===== config.mk =====
export PLATFORM = sky130hd
export DESIGN_NAME = protector_ctrl
export DESIGN_NICKNAME = d
export VERILOG_FILES = /design/src/rtl/protector_pkg.sv /design/src/rtl/protector_ctrl.sv /design/src/rtl/state_store.sv
export SDC_FILE = /design/constraint.sdc
export NUM_CORES = 1
export LEC_CHECK = 0
export BUFFER_PORTS_ARGS = -buffer_cell sky130_fd_sc_hd__buf_2
export CORE_ASPECT_RATIO = 0.75
export CORE_MARGIN = 5
export CORE_UTILIZATION = 45
export DETAILED_ROUTE_END_ITERATION = 12
export PLACE_DENSITY_LB_ADDON = 0.2
export SETUP_SLACK_MARGIN = 0.05
export SYNTH_ARGS = -nofsm -noshare
export SYNTH_HDL_FRONTEND = slang
export SYNTH_SLANG_ARGS = --single-unit

===== constraint.sdc =====
create_clock -name sys_clk -period 9.5 [get_ports sys_clk]
set_input_delay 2.85 -clock sys_clk [delete_from_list [all_inputs] [get_ports sys_clk]]
set_output_delay 2.85 -clock sys_clk [all_outputs]
set_load 0.01 [all_outputs]

===== src/rtl/protector_pkg.sv =====
package protector_pkg;

  // =========================================================
  // timing
  // =========================================================
  localparam int unsigned CLK_HZ = 100_000_000;
  localparam int unsigned TICK_MS = 1;
  localparam int unsigned TICK_CYCLES = CLK_HZ / 1000 * TICK_MS;
  localparam int unsigned RESET_HOLD_MS = 500;
  localparam int unsigned START_FORCE_MS = 5000;
  localparam int unsigned HOLDOFF_MS = 500;
  localparam int unsigned HOLDOFF_MAX_MS = 20000;
  localparam int unsigned DEBOUNCE_MS = 10;
  localparam int unsigned BLINK_SLOW_MS = 500;
  localparam int unsigned BLINK_FAST_MS = 100;

  // =========================================================
  // channel states and indicator
  // =========================================================
  typedef enum logic [2:0] {
    ST_INIT,
    ST_ON,
    ST_OVERCURRENT,
    ST_MANUAL_OFF,
    ST_TRIP_HOLD,
    ST_TRIP_RESETTABLE,
    ST_ERROR
  } chan_state_t;

  typedef enum logic [1:0] {
    COL_DARK,
    COL_GREEN,
    COL_YELLOW,
    COL_RED
  } led_colour_t;

  // per-channel indicator drive
  typedef struct packed {
    led_colour_t colour;
    logic lit;
  } led_drive_t;

  // per-channel sensed conditions
  typedef struct packed {
    logic over_threshold;
    logic trip_due;
    logic fuse_fail;
    logic started;
  } chan_sense_t;

endpackage


===== src/rtl/protector_ctrl.sv =====
`timescale 1ns/1ns
// Notes on behaviour
// RQ1: outputs start one by one, ascending order
// RQ2: start-up wait over five seconds forces next
// RQ3: overcurrent trips only the affected channel
// RQ4: overvoltage trips all; recovery restores previous state
// RQ5: reset input must stay high half second
// RQ6: qualified reset turns resettable trips on
// RQ7: alarm relay opens while any channel tripped
// RQ8: states saved at power-off, restored after init
// RQ9: no saved state means every channel on
// RQ10: indicator colour and blink per state
// RQ11: button toggles on and manually off
// RQ12: overcurrent becomes hold trip when due
// RQ13: hold trip lasts holdoff, then resettable
// RQ14: fuse or memory error disconnects into error
// RQ15: operator clears fault cause before resetting
// RQ16: inputs synchronised, debounced, timed by millisecond tick; code syncs only buttons and reset, debounces only buttons
module protector_ctrl
  import protector_pkg::*;
#(
  parameter int unsigned CHANNELS = 8,
  parameter int unsigned TICK_DIV = TICK_CYCLES,
  parameter int unsigned INIT_MS = 250,
  parameter int unsigned HOLDOFF_SET_MS = HOLDOFF_MS
) (
  input wire logic sys_clk,
  input wire logic srst,
  input wire logic [CHANNELS-1:0] button_press,
  input wire logic ext_reset_level,
  input wire chan_sense_t [CHANNELS-1:0] chan_sense,
  input wire logic over_voltage,
  input wire logic memory_error,
  input wire logic power_fail,
  input wire logic store_valid,
  output logic store_valid_set,
  output logic [CHANNELS-1:0] output_enable,
  output led_drive_t [CHANNELS-1:0] led_drive,
  output logic fault_relay_closed,
  output chan_state_t [CHANNELS-1:0] chan_state
);

  localparam int AW = $clog2(CHANNELS);
  localparam int unsigned TCW = $clog2(TICK_DIV + 1);

  typedef enum logic [2:0] {
    PH_INIT,
    PH_RESTORE,
    PH_START,
    PH_RUN,
    PH_SAVE
  } phase_t;

  // =========================================================
  // millisecond tick and blink bases
  // =========================================================
  logic [TCW-1:0] div_reg, div_next;
  logic tick;
  logic [9:0] blink_reg, blink_next;
  logic slow_on, fast_on;

  always_comb begin
    tick = (div_reg == TCW'(TICK_DIV - 1)); // see RQ16
    div_next = tick ? '0 : div_reg + 1'b1;
    blink_next = blink_reg;
    if (tick) begin
      blink_next = (blink_reg == 10'(2 * BLINK_SLOW_MS - 1)) ? '0
                   : blink_reg + 1'b1;
    end
  end

  always_ff @(posedge sys_clk) begin
    if (srst) begin
      div_reg <= '0;
      blink_reg <= '0;
    end else begin
      div_reg <= div_next;
      blink_reg <= blink_next;
    end
  end

  assign slow_on = (blink_reg < 10'(BLINK_SLOW_MS));
  assign fast_on = ((blink_reg / 10'(BLINK_FAST_MS)) % 10'd2) == 10'd0;

  // =========================================================
  // reset input: synchroniser, qualification
  // =========================================================
  logic rst_s1_reg, rst_s2_reg, rst_s1_next, rst_s2_next;
  logic [9:0] rst_ms_reg, rst_ms_next;
  logic rst_fired_reg, rst_fired_next;
  logic ext_reset_pulse;

  always_comb begin
    rst_s1_next = ext_reset_level; // see RQ16
    rst_s2_next = rst_s1_reg;
    rst_ms_next = rst_ms_reg;
    rst_fired_next = rst_fired_reg;
    ext_reset_pulse = 1'b0;
    if (!rst_s2_reg) begin
      rst_ms_next = '0; // short highs are dropped, see RQ5
      rst_fired_next = 1'b0;
    end else if (tick && !rst_fired_reg) begin
      if (rst_ms_reg == 10'(RESET_HOLD_MS - 1)) begin
        ext_reset_pulse = 1'b1; // see RQ5
        rst_fired_next = 1'b1;
      end else begin
        rst_ms_next = rst_ms_reg + 1'b1;
      end
    end
  end

  always_ff @(posedge sys_clk) begin
    if (srst) begin
      rst_s1_reg <= 1'b0;
      rst_s2_reg <= 1'b0;
      rst_ms_reg <= '0;
      rst_fired_reg <= 1'b0;
    end else begin
      rst_s1_reg <= rst_s1_next;
      rst_s2_reg <= rst_s2_next;
      rst_ms_reg <= rst_ms_next;
      rst_fired_reg <= rst_fired_next;
    end
  end

  // =========================================================
  // push buttons: synchroniser, debounce, press edge
  // =========================================================
  logic [CHANNELS-1:0] btn_press;

  for (genvar c = 0; c < CHANNELS; c++) begin : g_btn
    logic s1_reg, s2_reg, db_reg, s1_next, s2_next, db_next;
    logic [3:0] cnt_reg, cnt_next;
    always_comb begin
      s1_next = button_press[c]; // see RQ16
      s2_next = s1_reg;
      db_next = db_reg;
      cnt_next = cnt_reg;
      if (s2_reg == db_reg) begin
        cnt_next = '0;
      end else if (tick) begin
        if (cnt_reg == 4'(DEBOUNCE_MS - 1)) begin
          db_next = s2_reg;
          cnt_next = '0;
        end else begin
          cnt_next = cnt_reg + 1'b1;
        end
      end
    end
    always_ff @(posedge sys_clk) begin
      if (srst) begin
        s1_reg <= 1'b0;
        s2_reg <= 1'b0;
        db_reg <= 1'b0;
        cnt_reg <= '0;
      end else begin
        s1_reg <= s1_next;
        s2_reg <= s2_next;
        db_reg <= db_next;
        cnt_reg <= cnt_next;
      end
    end
    assign btn_press[c] = db_next & ~db_reg;
  end

  // =========================================================
  // sequencer: init, restore, start-up, run, save
  // =========================================================
  phase_t ph_reg, ph_next;
  logic [12:0] ms_reg, ms_next;
  logic [AW-1:0] idx_reg, idx_next;
  logic [CHANNELS-1:0] live_reg, live_next;
  logic [CHANNELS-1:0] ld_en;
  logic st_wr;
  chan_state_t st_rd;
  chan_state_t [CHANNELS-1:0] st_reg;

  always_comb begin
    ph_next = ph_reg;
    ms_next = ms_reg;
    idx_next = idx_reg;
    live_next = live_reg;
    ld_en = '0;
    st_wr = 1'b0;
    store_valid_set = 1'b0;
    case (ph_reg)
      PH_INIT: begin
        if (tick) begin
          ms_next = ms_reg + 1'b1;
        end
        if (ms_reg == 13'(INIT_MS)) begin
          ph_next = PH_RESTORE;
          idx_next = '0;
          ms_next = '0;
        end
      end
      PH_RESTORE: begin
        // read data lags the address by one cycle
        if (ms_reg[0]) begin
          ld_en[idx_reg] = 1'b1; // see RQ8
          ms_next = '0;
          if (idx_reg == AW'(CHANNELS - 1)) begin
            ph_next = PH_START;
            idx_next = '0;
          end else begin
            idx_next = idx_reg + 1'b1;
          end
        end else begin
          ms_next = 13'd1;
        end
      end
      PH_START: begin
        live_next[idx_reg] = 1'b1; // see RQ1
        if (tick) begin
          ms_next = ms_reg + 1'b1;
        end
        if (st_reg[idx_reg] != ST_ON || chan_sense[idx_reg].started
            || ms_reg >= 13'(START_FORCE_MS)) begin // see RQ2
          ms_next = '0;
          if (idx_reg == AW'(CHANNELS - 1)) begin
            ph_next = PH_RUN;
          end else begin
            idx_next = idx_reg + 1'b1; // see RQ1
          end
        end
      end
      PH_RUN: begin
        if (power_fail) begin
          ph_next = PH_SAVE;
          idx_next = '0;
        end
      end
      default: begin
        st_wr = 1'b1; // see RQ8
        if (idx_reg == AW'(CHANNELS - 1)) begin
          store_valid_set = 1'b1;
          ph_next = PH_RUN;
        end else begin
          idx_next = idx_reg + 1'b1;
        end
      end
    endcase
    if (power_fail && ph_reg != PH_RUN && ph_reg != PH_SAVE
        && ph_reg != PH_INIT && ph_reg != PH_RESTORE) begin
      ph_next = PH_SAVE;
      idx_next = '0;
    end
  end

  always_ff @(posedge sys_clk) begin
    if (srst) begin
      ph_reg <= PH_INIT;
      ms_reg <= '0;
      idx_reg <= '0;
      live_reg <= '0;
    end else begin
      ph_reg <= ph_next;
      ms_reg <= ms_next;
      idx_reg <= idx_next;
      live_reg <= live_next;
    end
  end

  state_store #(
    .DEPTH(CHANNELS)
  ) u_store (
    .sys_clk(sys_clk),
    .srst(srst),
    .wr_en(st_wr),
    .wr_addr(idx_reg),
    .wr_data(st_reg[idx_reg]),
    .rd_addr(idx_reg),
    .rd_data(st_rd)
  );

  // =========================================================
  // per-channel state machines and indicators
  // =========================================================
  logic [CHANNELS-1:0] tripped;

  for (genvar c = 0; c < CHANNELS; c++) begin : g_ch
    chan_state_t s_next;
    logic [14:0] hold_reg, hold_next;
    logic mem_bad;
    always_comb begin
      s_next = st_reg[c];
      hold_next = hold_reg;
      // unknown codes in the store count as a memory error
      mem_bad = (st_rd == ST_INIT) || (st_rd > ST_ERROR);
      if (ld_en[c]) begin
        if (!store_valid) begin
          s_next = ST_ON; // see RQ9
        end else if (mem_bad) begin
          s_next = ST_ERROR; // see RQ14
        end else begin
          s_next = st_rd; // see RQ8
        end
        hold_next = '0;
      end else if (live_reg[c] && !over_voltage) begin
        // overvoltage only masks outputs, so state is kept, see RQ4
        if (chan_sense[c].fuse_fail || memory_error) begin
          s_next = ST_ERROR; // see RQ14
        end else begin
          case (st_reg[c])
            ST_ON: begin
              if (btn_press[c]) begin
                s_next = ST_MANUAL_OFF; // see RQ11
              end else if (chan_sense[c].over_threshold) begin
                s_next = ST_OVERCURRENT; // see RQ3
              end
            end
            ST_OVERCURRENT: begin
              if (btn_press[c]) begin
                s_next = ST_MANUAL_OFF; // see RQ11
              end else if (chan_sense[c].trip_due) begin
                s_next = ST_TRIP_HOLD; // see RQ12
                hold_next = '0;
              end else if (!chan_sense[c].over_threshold) begin
                s_next = ST_ON;
              end
            end
            ST_MANUAL_OFF: begin
              if (btn_press[c]) begin
                s_next = ST_ON; // see RQ11
              end
            end
            ST_TRIP_HOLD: begin
              if (tick) begin
                hold_next = hold_reg + 1'b1;
              end
              if (hold_reg >= 15'(HOLDOFF_SET_MS)) begin
                s_next = ST_TRIP_RESETTABLE; // see RQ13
              end
            end
            ST_TRIP_RESETTABLE: begin
              if (btn_press[c]) begin
                s_next = ST_MANUAL_OFF; // see RQ11
              end else if (ext_reset_pulse) begin
                s_next = ST_ON; // see RQ6
              end
            end
            default: begin
              s_next = st_reg[c];
            end
          endcase
        end
      end
    end
    always_ff @(posedge sys_clk) begin
      if (srst) begin
        st_reg[c] <= ST_INIT;
        hold_reg <= '0;
      end else begin
        st_reg[c] <= s_next;
        hold_reg <= hold_next;
      end
    end

    // output only when started and healthy, see RQ3
    always_ff @(posedge sys_clk) begin
      if (srst) begin
        output_enable[c] <= 1'b0;
      end else begin
        output_enable[c] <= live_reg[c] && !over_voltage // see RQ4
          && (s_next == ST_ON || s_next == ST_OVERCURRENT);
      end
    end

    // indicator colour and blink, see RQ10
    always_ff @(posedge sys_clk) begin
      if (srst) begin
        led_drive[c] <= '{colour: COL_DARK, lit: 1'b0};
      end else if (over_voltage && st_reg[c] != ST_INIT) begin
        led_drive[c] <= '{colour: COL_RED, lit: fast_on}; // see RQ10
      end else begin
        case (st_reg[c])
          ST_ON: led_drive[c] <= '{colour: COL_GREEN, lit: 1'b1};
          ST_OVERCURRENT: led_drive[c] <= '{colour: COL_YELLOW, lit: 1'b1};
          ST_MANUAL_OFF: led_drive[c] <= '{colour: COL_RED, lit: 1'b1};
          ST_TRIP_HOLD: led_drive[c] <= '{colour: COL_RED, lit: slow_on};
          ST_TRIP_RESETTABLE: begin
            led_drive[c] <= '{colour: COL_YELLOW, lit: slow_on};
          end
          ST_ERROR: led_drive[c] <= '{colour: COL_RED, lit: fast_on};
          default: led_drive[c] <= '{colour: COL_DARK, lit: 1'b0};
        endcase
      end
    end

    assign tripped[c] = (st_reg[c] == ST_TRIP_HOLD)
      || (st_reg[c] == ST_TRIP_RESETTABLE) || (st_reg[c] == ST_ERROR);
  end

  // relay closed only when nothing is tripped, see RQ7
  always_ff @(posedge sys_clk) begin
    if (srst) begin
      fault_relay_closed <= 1'b0;
    end else begin
      fault_relay_closed <= (ph_reg != PH_INIT && ph_reg != PH_RESTORE)
        && !(|tripped) && !over_voltage; // see RQ7
    end
  end

  assign chan_state = st_reg;

endmodule // protector_ctrl


===== src/rtl/state_store.sv =====
`timescale 1ns/1ns
// small non-volatile image holder with registered read data
module state_store
  import protector_pkg::*;
#(
  parameter int unsigned DEPTH = 8
) (
  input wire logic sys_clk,
  input wire logic srst,
  input wire logic wr_en,
  input wire logic [$clog2(DEPTH)-1:0] wr_addr,
  input wire chan_state_t wr_data,
  input wire logic [$clog2(DEPTH)-1:0] rd_addr,
  output chan_state_t rd_data
);

  chan_state_t mem [DEPTH];
  chan_state_t rd_data_reg;

  // =========================================================
  // storage (contents survive srst, as the backing store would)
  // =========================================================
  always_ff @(posedge sys_clk) begin
    if (wr_en) begin
      mem[wr_addr] <= wr_data;
    end
  end

  // registered read port
  always_ff @(posedge sys_clk) begin
    if (srst) begin
      rd_data_reg <= ST_INIT;
    end else begin
      rd_data_reg <= mem[rd_addr];
    end
  end

  assign rd_data = rd_data_reg;

endmodule // state_store


## Word-level counts from Yosys, hierarchy flattened

Memory sizes are Yosys's and may differ from the RTL's. A register that Yosys moved wholly into a read port is not among the register bits.
Cells that the tools add are included.
W data, S select, Z words.

- Register bits: 300
- RAM bits: 24
- Input bits: 47
- Output and inout bits: 58
- Word-level logic and storage cells: 620
- Memories kept: 1

Memory list:

| name | words | width | rd ports | clocked after memory_dff | wr ports | RTL line | RTL |
|---|---|---|---|---|---|---|---|
| u_store.mem | 8 | 3 | 1 | 1 | 1 | state_store.sv:17 | `chan_state_t mem [DEPTH];` |

- Add/sub/neg operators: 21
- Div/mod/pow operators: 1
- $lt $le $gt $ge: 13
- Eq/ne operators: 126
- Mux-type cells: 221
- Bitwise gates (word level): 27
- Reductions and logical operators: 126

Operator list:

| operator | count |
|---|---|
| $mux W15 | 24 |
| $mux W3 | 120 |
| $pmux W15 S2 | 8 |
| $pmux W3 S6 | 8 |
| $add A15 B1 Y15 const B | 8 |
| $ge A15 B9 Y1 const B | 8 |
| $pmux W3 S5 | 8 |
| $eq A3 B2 Y1 const B | 26 |
| $eq A3 B3 Y1 const B | 25 |
| $ne A2 B2 Y1 const B | 29 |
| $eq A3 B1 Y1 const B | 17 |
| $reduce_and A6 Y1 | 8 |
| $mux W13 | 3 |
| $pmux W13 S3 | 1 |
| $reduce_or A2 Y1 | 19 |
| $logic_or A1 B1 Y1 | 35 |
| $logic_and A1 B1 Y1 | 33 |
| $mux W1 | 33 |
| $add A4 B1 Y4 const B | 8 |
| $eq A4 B4 Y1 const B | 8 |
| $mux W4 | 8 |
| $reduce_bool A3 Y1 | 10 |
| $pmux W3 S4 | 2 |
| $add A10 B1 Y10 const B | 2 |
| 34 further kinds | 84 |

## Depth between registers and ports, before layout

Gate-level depths: netlist of run 1.

- Word-level depth: 13
- Depth in mapped cells: 14
- Mapped depth without buffers: 12

## By module

Synthesis of run 1 repeated with hierarchy kept, for this count alone.

- Cells, all modules: 2165
- Area total of the unflattened synthesis: 17616.9 um^2

Modules (own cells, without submodules):

| module | times used | cells an instance | area an instance (um^2) | sequential area each (um^2) |
|---|---|---|---|---|
| protector_ctrl | 1 | 2112 | 16567.1 | 6005.8 |
| state_store | 1 | 53 | 1049.8 | 780.7 |

## Worst setup path before layout of run 1

OpenSTA, ideal clock, no wires.

- Kind: input-to-reg
- Start point: input memory_error
- End point: register g_ch[4].hold_reg[12]
- Library setup time: 71 ps
- Arrival: 4940 ps
- Data required time: 9429 ps
- Path slack: 4489 ps
- Stages: 8
- Buffers on the path: 1
- Cell sequence: clkbuf_1 or2_2 or2_2 a2111oi_4 and3_1 nand4_1 or3_1 a21oi_1

- Longest elaborated chain between the ends: 3

RTL lines:

| item | RTL line | RTL |
|---|---|---|
| from (decl) | protector_ctrl.sv:33 | `input wire logic memory_error,` |
| $logic_or A1 B1 Y1 | protector_ctrl.sv:301 | `if (chan_sense[c].fuse_fail \|\| memory_error) begin` |
| $not A1 Y1 (no source line) | - |  |
| $reduce_and A6 Y1 (no source line) | - |  |
| to (signal assigned) | protector_ctrl.sv:355 | `hold_reg <= hold_next;` |
| to (decl) | protector_ctrl.sv:283 | `logic [14:0] hold_reg, hold_next;` |

No other way between the ends.
A chain may end at the register's enable or synchronous reset.

## Worst setup path in the final report of run 1

- Start point: input over_voltage
- End point: register g_ch[1].hold_reg[14]

- Longest elaborated chain between the ends: 3

RTL lines:

| item | RTL line | RTL |
|---|---|---|
| from (decl) | protector_ctrl.sv:32 | `input wire logic over_voltage,` |
| $logic_not A1 Y1 | protector_ctrl.sv:299 | `end else if (live_reg[c] && !over_voltage) begin` |
| $logic_and A1 B1 Y1 | protector_ctrl.sv:299 |  |
| $reduce_and A6 Y1 (no source line) | - |  |
| to (signal assigned) | protector_ctrl.sv:355 |  |
| to (decl) | protector_ctrl.sv:283 |  |

No other way between the ends.

==> impl_summary.txt, run 1 <==
----------------------------------------------------
[Run status]
  Run status ... finished, final reports clean

[Place]
  Number of placed cells counting well taps ... 2584
  Detail Placement HPWL ... 31.4 mm
  Port Buffer Count ... 104
  Weighted congestion reported at the end of routability-driven placement ... 0.884

[Critical path]
  Cell Chain, Critical Path ... buf_2, buf_4, inv_1, nand2_1, or4_1, nor3_1, nand2_1, nor2_1, nand3_1, or3_1, a21oi_1
  Arrival @ worst endpoint ... ~6300 ps
  Maximum fanout encountered on the critical timing path ... a little over 40
  Data required time at the worst endpoint ... 9950 ps
  CP max-delay cell ... nor3_1
  Count of buffering cells on the critical path with inverters included ... 3
  Crit-path leading delay family ... simple AND/OR/NAND/NOR gates
  Critical path type ... input port to flip-flop
  Library cell appearing most often on the critical path ... nand2_1
  Instance count on the critical path ... 11
  Crit start category ... input port
  Depth of the worst register-to-register path ... 10
  Critical Path Sink Type ... flip-flop
  Biggest cell delay along the critical path ... 540 ps

[Logic synthesis]
  Synthesized area per cell ... 8.29 um2
  Leading register cell type out of synthesis ... dfxtp_1
  FFs w/ async S/R, synth ... 0%
  Warnings, synthesis ... 0
  Cells after Synth ... 2058
  Count of state elements after synthesis ... 327
  Post-Syn Area ... approximately 0.017 mm2
  Dominant cell by count in the synthesized netlist ... nor2_1
  Largest area contributor in the synthesized netlist ... dfxtp_1
  Post-synth top area share ... 35.6%
  Synthesized netlist net count ... 2132
  EDFF count, synth ... 24
  Sequential share of the synthesized area ... 39.8%
  Leading cell types by count after synthesis ... 333 x nor2_1, 303 x dfxtp_1, 183 x nand2_1, 113 x a21oi_1, 104 x xor2_1
  Number of distinct library cells after synthesis ... 93
  Leading post-synthesis cells by cell area ... dfxtp_1 36%, nor2_1 7.3%, xor2_1 5.3%

[Floorplan]
  Placeable Area ... 0.0372 mm2
  Number of top-level pins ... 105
  Width of the chip ... 235 um
  Starting density of the core ... 45.8%
  Area of the die ... between 0.04 and 0.05 mm2
  Row count ... 61
  Vertical die dimension ... ~180 um

[Clocking]
  TritonCTS buffer count ... 36
  CTS tree ... built
  Setup fix buffers added after clock tree synthesis ... 0
  CTS sink cnt ... 327
  Gates resized, CTS repair ... 0
  Clock insertion delay at the later pin of the skew report ... 540 ps
  Clock root buffer ... clkbuf_16
  Post-cts hold buffer count ... 0
  H-tree levels ... 2
  Maximum number of buffers from clock root to sink ... 3
  Reg clk slew, reported paths ... 60 ps

[Routing]
  Vias after detailed routing ... 14800
  Remaining number of nets flagged by the antenna check after routing ... 0
  Post-detailed-routing wire length ... 44.4 mm
  TritonRoute pass-1 iters ... 8
  Mean routed wirelength per cell ... 16.7 um
  Per-cell via count in the routed design ... 5.60
  First DRT Iteration DRCs ... 1476
  DRC violation count after routing ... 0

[GRT]
  Via count of the first global-routing pass ... 13500
  Maximum number of pins on one net before global-route repair ... 108
  GR Overflow Total ... 0
  First-pass GRT wire length ... 71.2 mm
  Global-route usage over all layers ... 20.5%
  Antenna violations before repair ... 5

[Timing]
  Fin Setup TNS ... 0 ps
  Slew at the pin closest to its max-slew limit ... 1060 ps
  Number of hold violations in the final report ... 0
  Final period demand of the worst path ... 5820 ps
  Max Freq ... approximately 0.17 GHz
  Worst relative slew slack ... 28.7%
  Final setup violating endpoints ... 0
  Number of max-slew violations in the final report ... 0
  Final Cycle Share ... 61.3%
  Setup repair after global routing missed its margin ... no
  Maximum clock skew at final layout ... 24.6 ps

[Min path]
  Type of the worst min-delay path ... flip-flop to flip-flop
  Hold Crit Depth ... 1

[Cells and area]
  Filler-free cell count of the finished design ... around 2700
  Final layout net count ... 2192
  Signed area change from the synthesized netlist to the final layout ... 11.7%
  Layout cells sized above 1 ... 10.5%
  Max FFs per register ... 120

[Power]
  Leakage power figure ... 6.77 nW
  Peak supply drop ... 0.000112 V
  Total power after layout ... around 2.9 mW
  Pwr/cell area ... about 150 mW/mm2

[Run]
  Max-Cap Viols ... 0

----------------------------------------------------
through the flow:
| step | area [um2] | utilization, % | worst slack (ps) | hold slack (ps) |
|---|---|---|---|---|
| 6_report | 19100 | 51.2 | 3680 | 439 |
| 5_1_grt | 19100 | 51.2 | 3390 | 459 |
| 4_1_cts | 19100 | 51.2 | 3770 | 441 |
| 3_5_place_dp | 17900 | 48.0 | 3230 | 428 |
| 3_3_place_gp | 17900 | 48.0 | 3390 | 424 |
| 2_1_floorplan | 17100 | - | 4490 | 414 |
metal layers:
| metal | up-vias | track usage, % | part of all wire [%] |
|---|---|---|---|
| li1 | 7378 | - | - |
| met1 | 6923 | 29.2 | 48 |
| met2 | 481 | 32.2 | 43 |
| met3 | 56 | 3.68 | 7.0 |
| met4 | 4 | 5.28 | 1.9 |
| met5 | - | 0 | 0.061 |
kinds of logic after synthesis:
| logic type | synth area share [%] |
|---|---|
| buf+inv | 3.87 |
| mux | 2.76 |
| fa+ha+maj | 2.05 |
| xor+xnor | 8.31 |
| compound gates | 15.2 |
| simple gates | 28.0 |
| flops | 39.8 |
power by group:
| part | internal [mW] | switching (mW) |
|---|---|---|
| Clock | 0.826 | 0.561 |
| Combinational | 0.0220 | 0.0480 |
| Sequential | 1.39 | 0.00325 |
placed cells by master (no fill, tap or decap), types with 56 or more instances in the layout:
cell	instances
nor2_1	333
dfxtp_1	303
nand2_1	183
a21oi_1	113
xor2_1	104
buf_2	103
o21ai_0	88
nand3_1	72
nor2b_1	71
inv_1	58
xnor2_1	56
area by class of cell:
cell class                 instances  area [um2]
inverter                          58         218
clock buffer                      52        1050
clock inverter                    12         124
sequential                       327        6790
antenna                            2        5.00
tap                              504         631
multi-input combinational       1580        9630
fill                            3525       18200
timing repair buffer             115         618
final timing paths:
path / startpoint / endpoint / slack, ps
worst min-delay path: g_btn[3].s1_reg / g_btn[3].s2_reg / 440
worst max register to register: div_reg[5] / output_enable[3] / 5280
worst min register to register: g_btn[3].s1_reg / g_btn[3].s2_reg / 440
worst max-delay path: over_voltage / g_ch[1].hold_reg[14] / 3680
Power figures use the tool's default switching activity.
==> inputs of run 2 (changes only) <==
--- a/config.mk
+++ b/config.mk
@@ -5,6 +5,7 @@
 export SDC_FILE = /design/constraint.sdc
 export NUM_CORES = 1
 export LEC_CHECK = 0
+export ABC_AREA = 1
 export BUFFER_PORTS_ARGS = -buffer_cell sky130_fd_sc_hd__buf_2
 export CORE_ASPECT_RATIO = 0.75
 export CORE_MARGIN = 5
==> constraint.sdc (replaced) <==
create_clock -name sys_clk -period 4.77 [get_ports sys_clk]
set_input_delay 1.431 -clock sys_clk [delete_from_list [all_inputs] [get_ports sys_clk]]
set_output_delay 1.431 -clock sys_clk [all_outputs]
set_load 0.01 [all_outputs]
==> run 2 against run 1 <==
  * Die area increased by 1.2%
  * Hold slack got worse by 35 ps
  * Via count increased by 14%
  * Setup slack got worse by 2200 ps
  * Sequential cell count unchanged
  * Largest power group unchanged
==> impl_summary.txt, run 2 <==
----------------------------------------------------
[Routing]
  Post-detailed-routing wire length ... 48.4 mm (+9.2%)
  Per-cell via count in the routed design ... 5.36 (-4.3%)
  Remaining number of nets flagged by the antenna check after routing ... 0 (unchanged)
  DRC violation count after routing ... 0 (unchanged)
  First DRT Iteration DRCs ... 1538 (+4.2%)
  Vias after detailed routing ... 16900 (+14%)
  TritonRoute pass-1 iters ... 6 (-2)
  Mean routed wirelength per cell ... 15.4 um (-8.1%)

[Min path]
  Hold Crit Depth ... 2 (+1)
  Destination of the worst hold path ... g_btn[3].s2_reg
  Startpoint of the most critical hold path ... g_btn[3].s1_reg
  Type of the worst min-delay path ... flip-flop to flip-flop

[Timing]
  Worst relative slew slack ... 55.2% (+26 points)
  Slew at the pin closest to its max-slew limit ... 665 ps (-397 ps)
  Final Cycle Share ... 68.4%
  Maximum clock skew at final layout ... 21.1 ps (-3.52 ps)
  Max Freq ... a little over 0.3 GHz
  Setup repair after global routing missed its margin ... no
  Number of hold violations in the final report ... 0 (unchanged)
  Final hold slack ... 404 ps (-34.8 ps)
  Final setup violating endpoints ... 0 (unchanged)
  Number of max-slew violations in the final report ... 0 (unchanged)
  Final period demand of the worst path ... 3260 ps
  Final critical-path setup slack ... 1510 ps (-2170 ps)
  Fin Setup TNS ... 0 ps (unchanged)

[Floorplan]
  Row count ... 62 (+1.6%)
  Area of the die ... 0.0424 mm2 (+1.2%)
  Starting density of the core ... 45.3% (-0.47 points)
  Placeable Area ... 0.0381 mm2 (+2.3%)
  Width of the chip ... 236 um (+0.58%)
  Number of top-level pins ... 105 (unchanged)
  Vertical die dimension ... 180 um (+0.57%)

[Logic synthesis]
  Leading post-synthesis cells by cell area ... dfxtp_1 35%, inv_1 9.3%, nand2_1 8.0%
  Number of distinct library cells after synthesis ... 64 (-31%)
  Warnings, synthesis ... 0 (unchanged)
  Post-synth top area share ... 35.1% (-0.43 points)
  Synthesized area per cell ... 6.95 um2 (-16%)
  Sequential share of the synthesized area ... 39.3% (-0.48 points)
  Post-Syn Area ... 0.0173 mm2 (+1.2%)
  Largest area contributor in the synthesized netlist ... dfxtp_1
  FFs w/ async S/R, synth ... 0% (unchanged)
  EDFF count, synth ... 24 (unchanged)
  Count of state elements after synthesis ... 327 (unchanged)
  Synthesized netlist net count ... 2560 (+20%)
  Leading cell types by count after synthesis ... 426 x inv_1, 366 x nand2_1, 358 x nor2_1, 303 x dfxtp_1, 190 x a21oi_1
  Leading register cell type out of synthesis ... dfxtp_1
  Cells after Synth ... 2486 (+21%)
  Dominant cell by count in the synthesized netlist ... inv_1

[Cells and area]
  Commonest cells after routing, fill and taps aside ... 426 x inv_1, 366 x nand2_1, 358 x nor2_1
  Signed area change from the synthesized netlist to the final layout ... 12.9%
  Layout cells sized above 1 ... 10.1% (-0.36 points)
  Diode insertion count for antenna repair ... 0 (-2)
  Max FFs per register ... 120 (unchanged)
  Final layout net count ... 2685 (+22%)
  Most common library cell in the layout ignoring fill and taps ... inv_1
  Final design area excluding fillers ... 0.0195 mm2 (+2.2%)

[Power]
  Switching power ... 1.78 mW (+190%)
  Share of power burned in the clock network ... 41.3% (-7.4 points)
  Proportion of power drawn by flip-flops and latches ... 45.6% (-3.3 points)
  Net switching fraction of the power ... 27.8% (+6.3 points)
  Total power after layout ... 6.41 mW (+120%)
  Pwr/cell area ... 329 mW/mm2 (+120%)
  Peak supply drop ... 0.000313 V (+180%)
  Internal power of the cells ... 4.63 mW (+110%)
  Combinational share of power ... 13.2% (+11 points)
  Leakage power figure ... 7.67 nW (+13%)

[Clocking]
  CTS tree ... built
  Clock root buffer ... clkbuf_16
  Gates resized, CTS repair ... 0 (unchanged)
  Maximum number of buffers from clock root to sink ... 3 (unchanged)
  Reg clk slew, reported paths ... 60 ps (about the same)
  Clock insertion delay at the later pin of the skew report ... 540 ps (about the same)
  H-tree levels ... 2 (unchanged)
  Setup fix buffers added after clock tree synthesis ... 0 (unchanged)
  Post-cts hold buffer count ... 0 (unchanged)
  CTS sink cnt ... 327 (unchanged)
  TritonCTS buffer count ... 36 (unchanged)

[Critical path]
  Crit start category ... flip-flop
  Arrival @ worst endpoint ... 3730 ps (-2540 ps)
  Critical Path Sink Type ... flip-flop
  Depth of the worst register-to-register path ... 19 (+9)
  Data required time at the worst endpoint ... 5240 ps (-4710 ps)
  Reg2reg setup slack ... 1510 ps (-3770 ps)
  Critical R2R Capture ... led_drive[6]
  Start of the worst register-to-register path ... blink_reg[6]
  Maximum fanout encountered on the critical timing path ... 9 (-78%)
  CP startpoint ... blink_reg[6]
  Critical path type ... flip-flop to flip-flop

[GRT]
  Antenna violations before repair ... 0 (-5)
  First-pass GRT wire length ... 77.4 mm (+8.7%)
  Global-route usage over all layers ... 21.7% (+1.2 points)
  GR Overflow Total ... 0 (unchanged)
  Maximum number of pins on one net before global-route repair ... 67 (-38%)
  Via count of the first global-routing pass ... 15100 (+11%)

[Place]
  Placement Setup Slack ... 1060 ps (-2170 ps)
  Detail Placement HPWL ... 36.6 mm (+17%)
  Area after DPL ... 0.0184 mm2 (+2.9%)
  Port Buffer Count ... 104 (unchanged)
  Weighted congestion reported at the end of routability-driven placement ... 0.929 (+5.1%)

[Run]
  Max-Cap Viols ... 0 (unchanged)

[Run status]
  Run status ... finished, final reports clean

----------------------------------------------------
[run 2: cell types whose count changed in the layout (fill, tap and decap cells not counted), moves of 43 or more]
cell      delta
xnor2_1     -52
inv_1      +368
nand2_1    +183
nor3_1      +74
xor2_1      -96
nor2b_1     -71
o21ai_0     +43
nand2b_1    -43
nand3_1     +43
a21oi_1     +77
[run 2: through the flow]
stage / std cells / util, %
after floorplan: 2486 / -
after global placement: 3085 / 48.3
after detailed placement: 3085 / 48.3
after CTS: 3147 / 51.2
after global routing: 3147 / 51.2
final: 3147 / 51.2
[run 2: power groups by stage]
| stage | clock network [mW] | logic (mW) | registers, mW |
|---|---|---|---|
| after floorplan | 0 | 0.539 | 2.97 |
| after global placement | 0 | 0.817 | 2.98 |
| after detailed placement | 0 | 0.825 | 2.98 |
| after CTS | 2.72 | 0.832 | 2.92 |
| after global routing | 2.85 | 0.935 | 2.93 |
| final | 2.65 | 0.844 | 2.92 |
[run 2: final cells by class]
class / count / area (um2)
Clock buffer: 54 / 1030
Fill cell: 3741 / 18600
Clock inverter: 8 / 62.6
Timing Repair Buffer: 116 / 626
Sequential cell: 327 / 6790
Tap cell: 512 / 641
Inverter: 452 / 1700
Multi-Input combinational cell: 1678 / 8650
[run 2: layer usage]
metal,global-route usage [%],share of wire [%],up-vias
li1,-,-,8534
met1,31.1,47,7661
met2,33.8,43,572
met3,3.13,6.9,93
met4,6.95,3.2,0
met5,0,0,-
[run 2: cells by family (layout without fill, tap and decap cells)]
logic type	Yosys count	in the layout	share of synthesized area, %
flip-flops	327	327	39.3
XOR/XNOR	12	12	0.609
adder cells (fa/ha/maj)	27	27	1.96
AND/OR/NAND/NOR	1127	1127	29.7
buffers and inverters	481	630	10.6
AO/OA/AOI/OAI	512	512	17.8
[run 2: critical path, stage by stage (launching register included)]
cell,delay [ps]
dfxtp_1,390
inv_2,90
ha_1,230
nor2_4,140
nand2_2,80
nand2_1,120
nand2_1,80
nand2_2,130
nand3_2,140
nand2_4,110
nand3_1,130
nand4_2,170
inv_1,70
o21bai_1,120
nand2_1,100
inv_2,280
nand3_2,360
a21oi_1,230
nand2_1,140
inv_1,90
[run 2: worst max-delay path by stage]
| stage | endpoint | depth (start not counted) |
|---|---|---|
| floorplan | g_ch[2].hold_reg[13] | 13 |
| global placement | g_ch[6].hold_reg[12] | 12 |
| detailed placement | g_ch[6].hold_reg[14] | 12 |
| CTS | g_ch[6].hold_reg[14] | 14 |
| global route | g_ch[6].hold_reg[14] | 14 |
| finish | led_drive[6] | 19 |
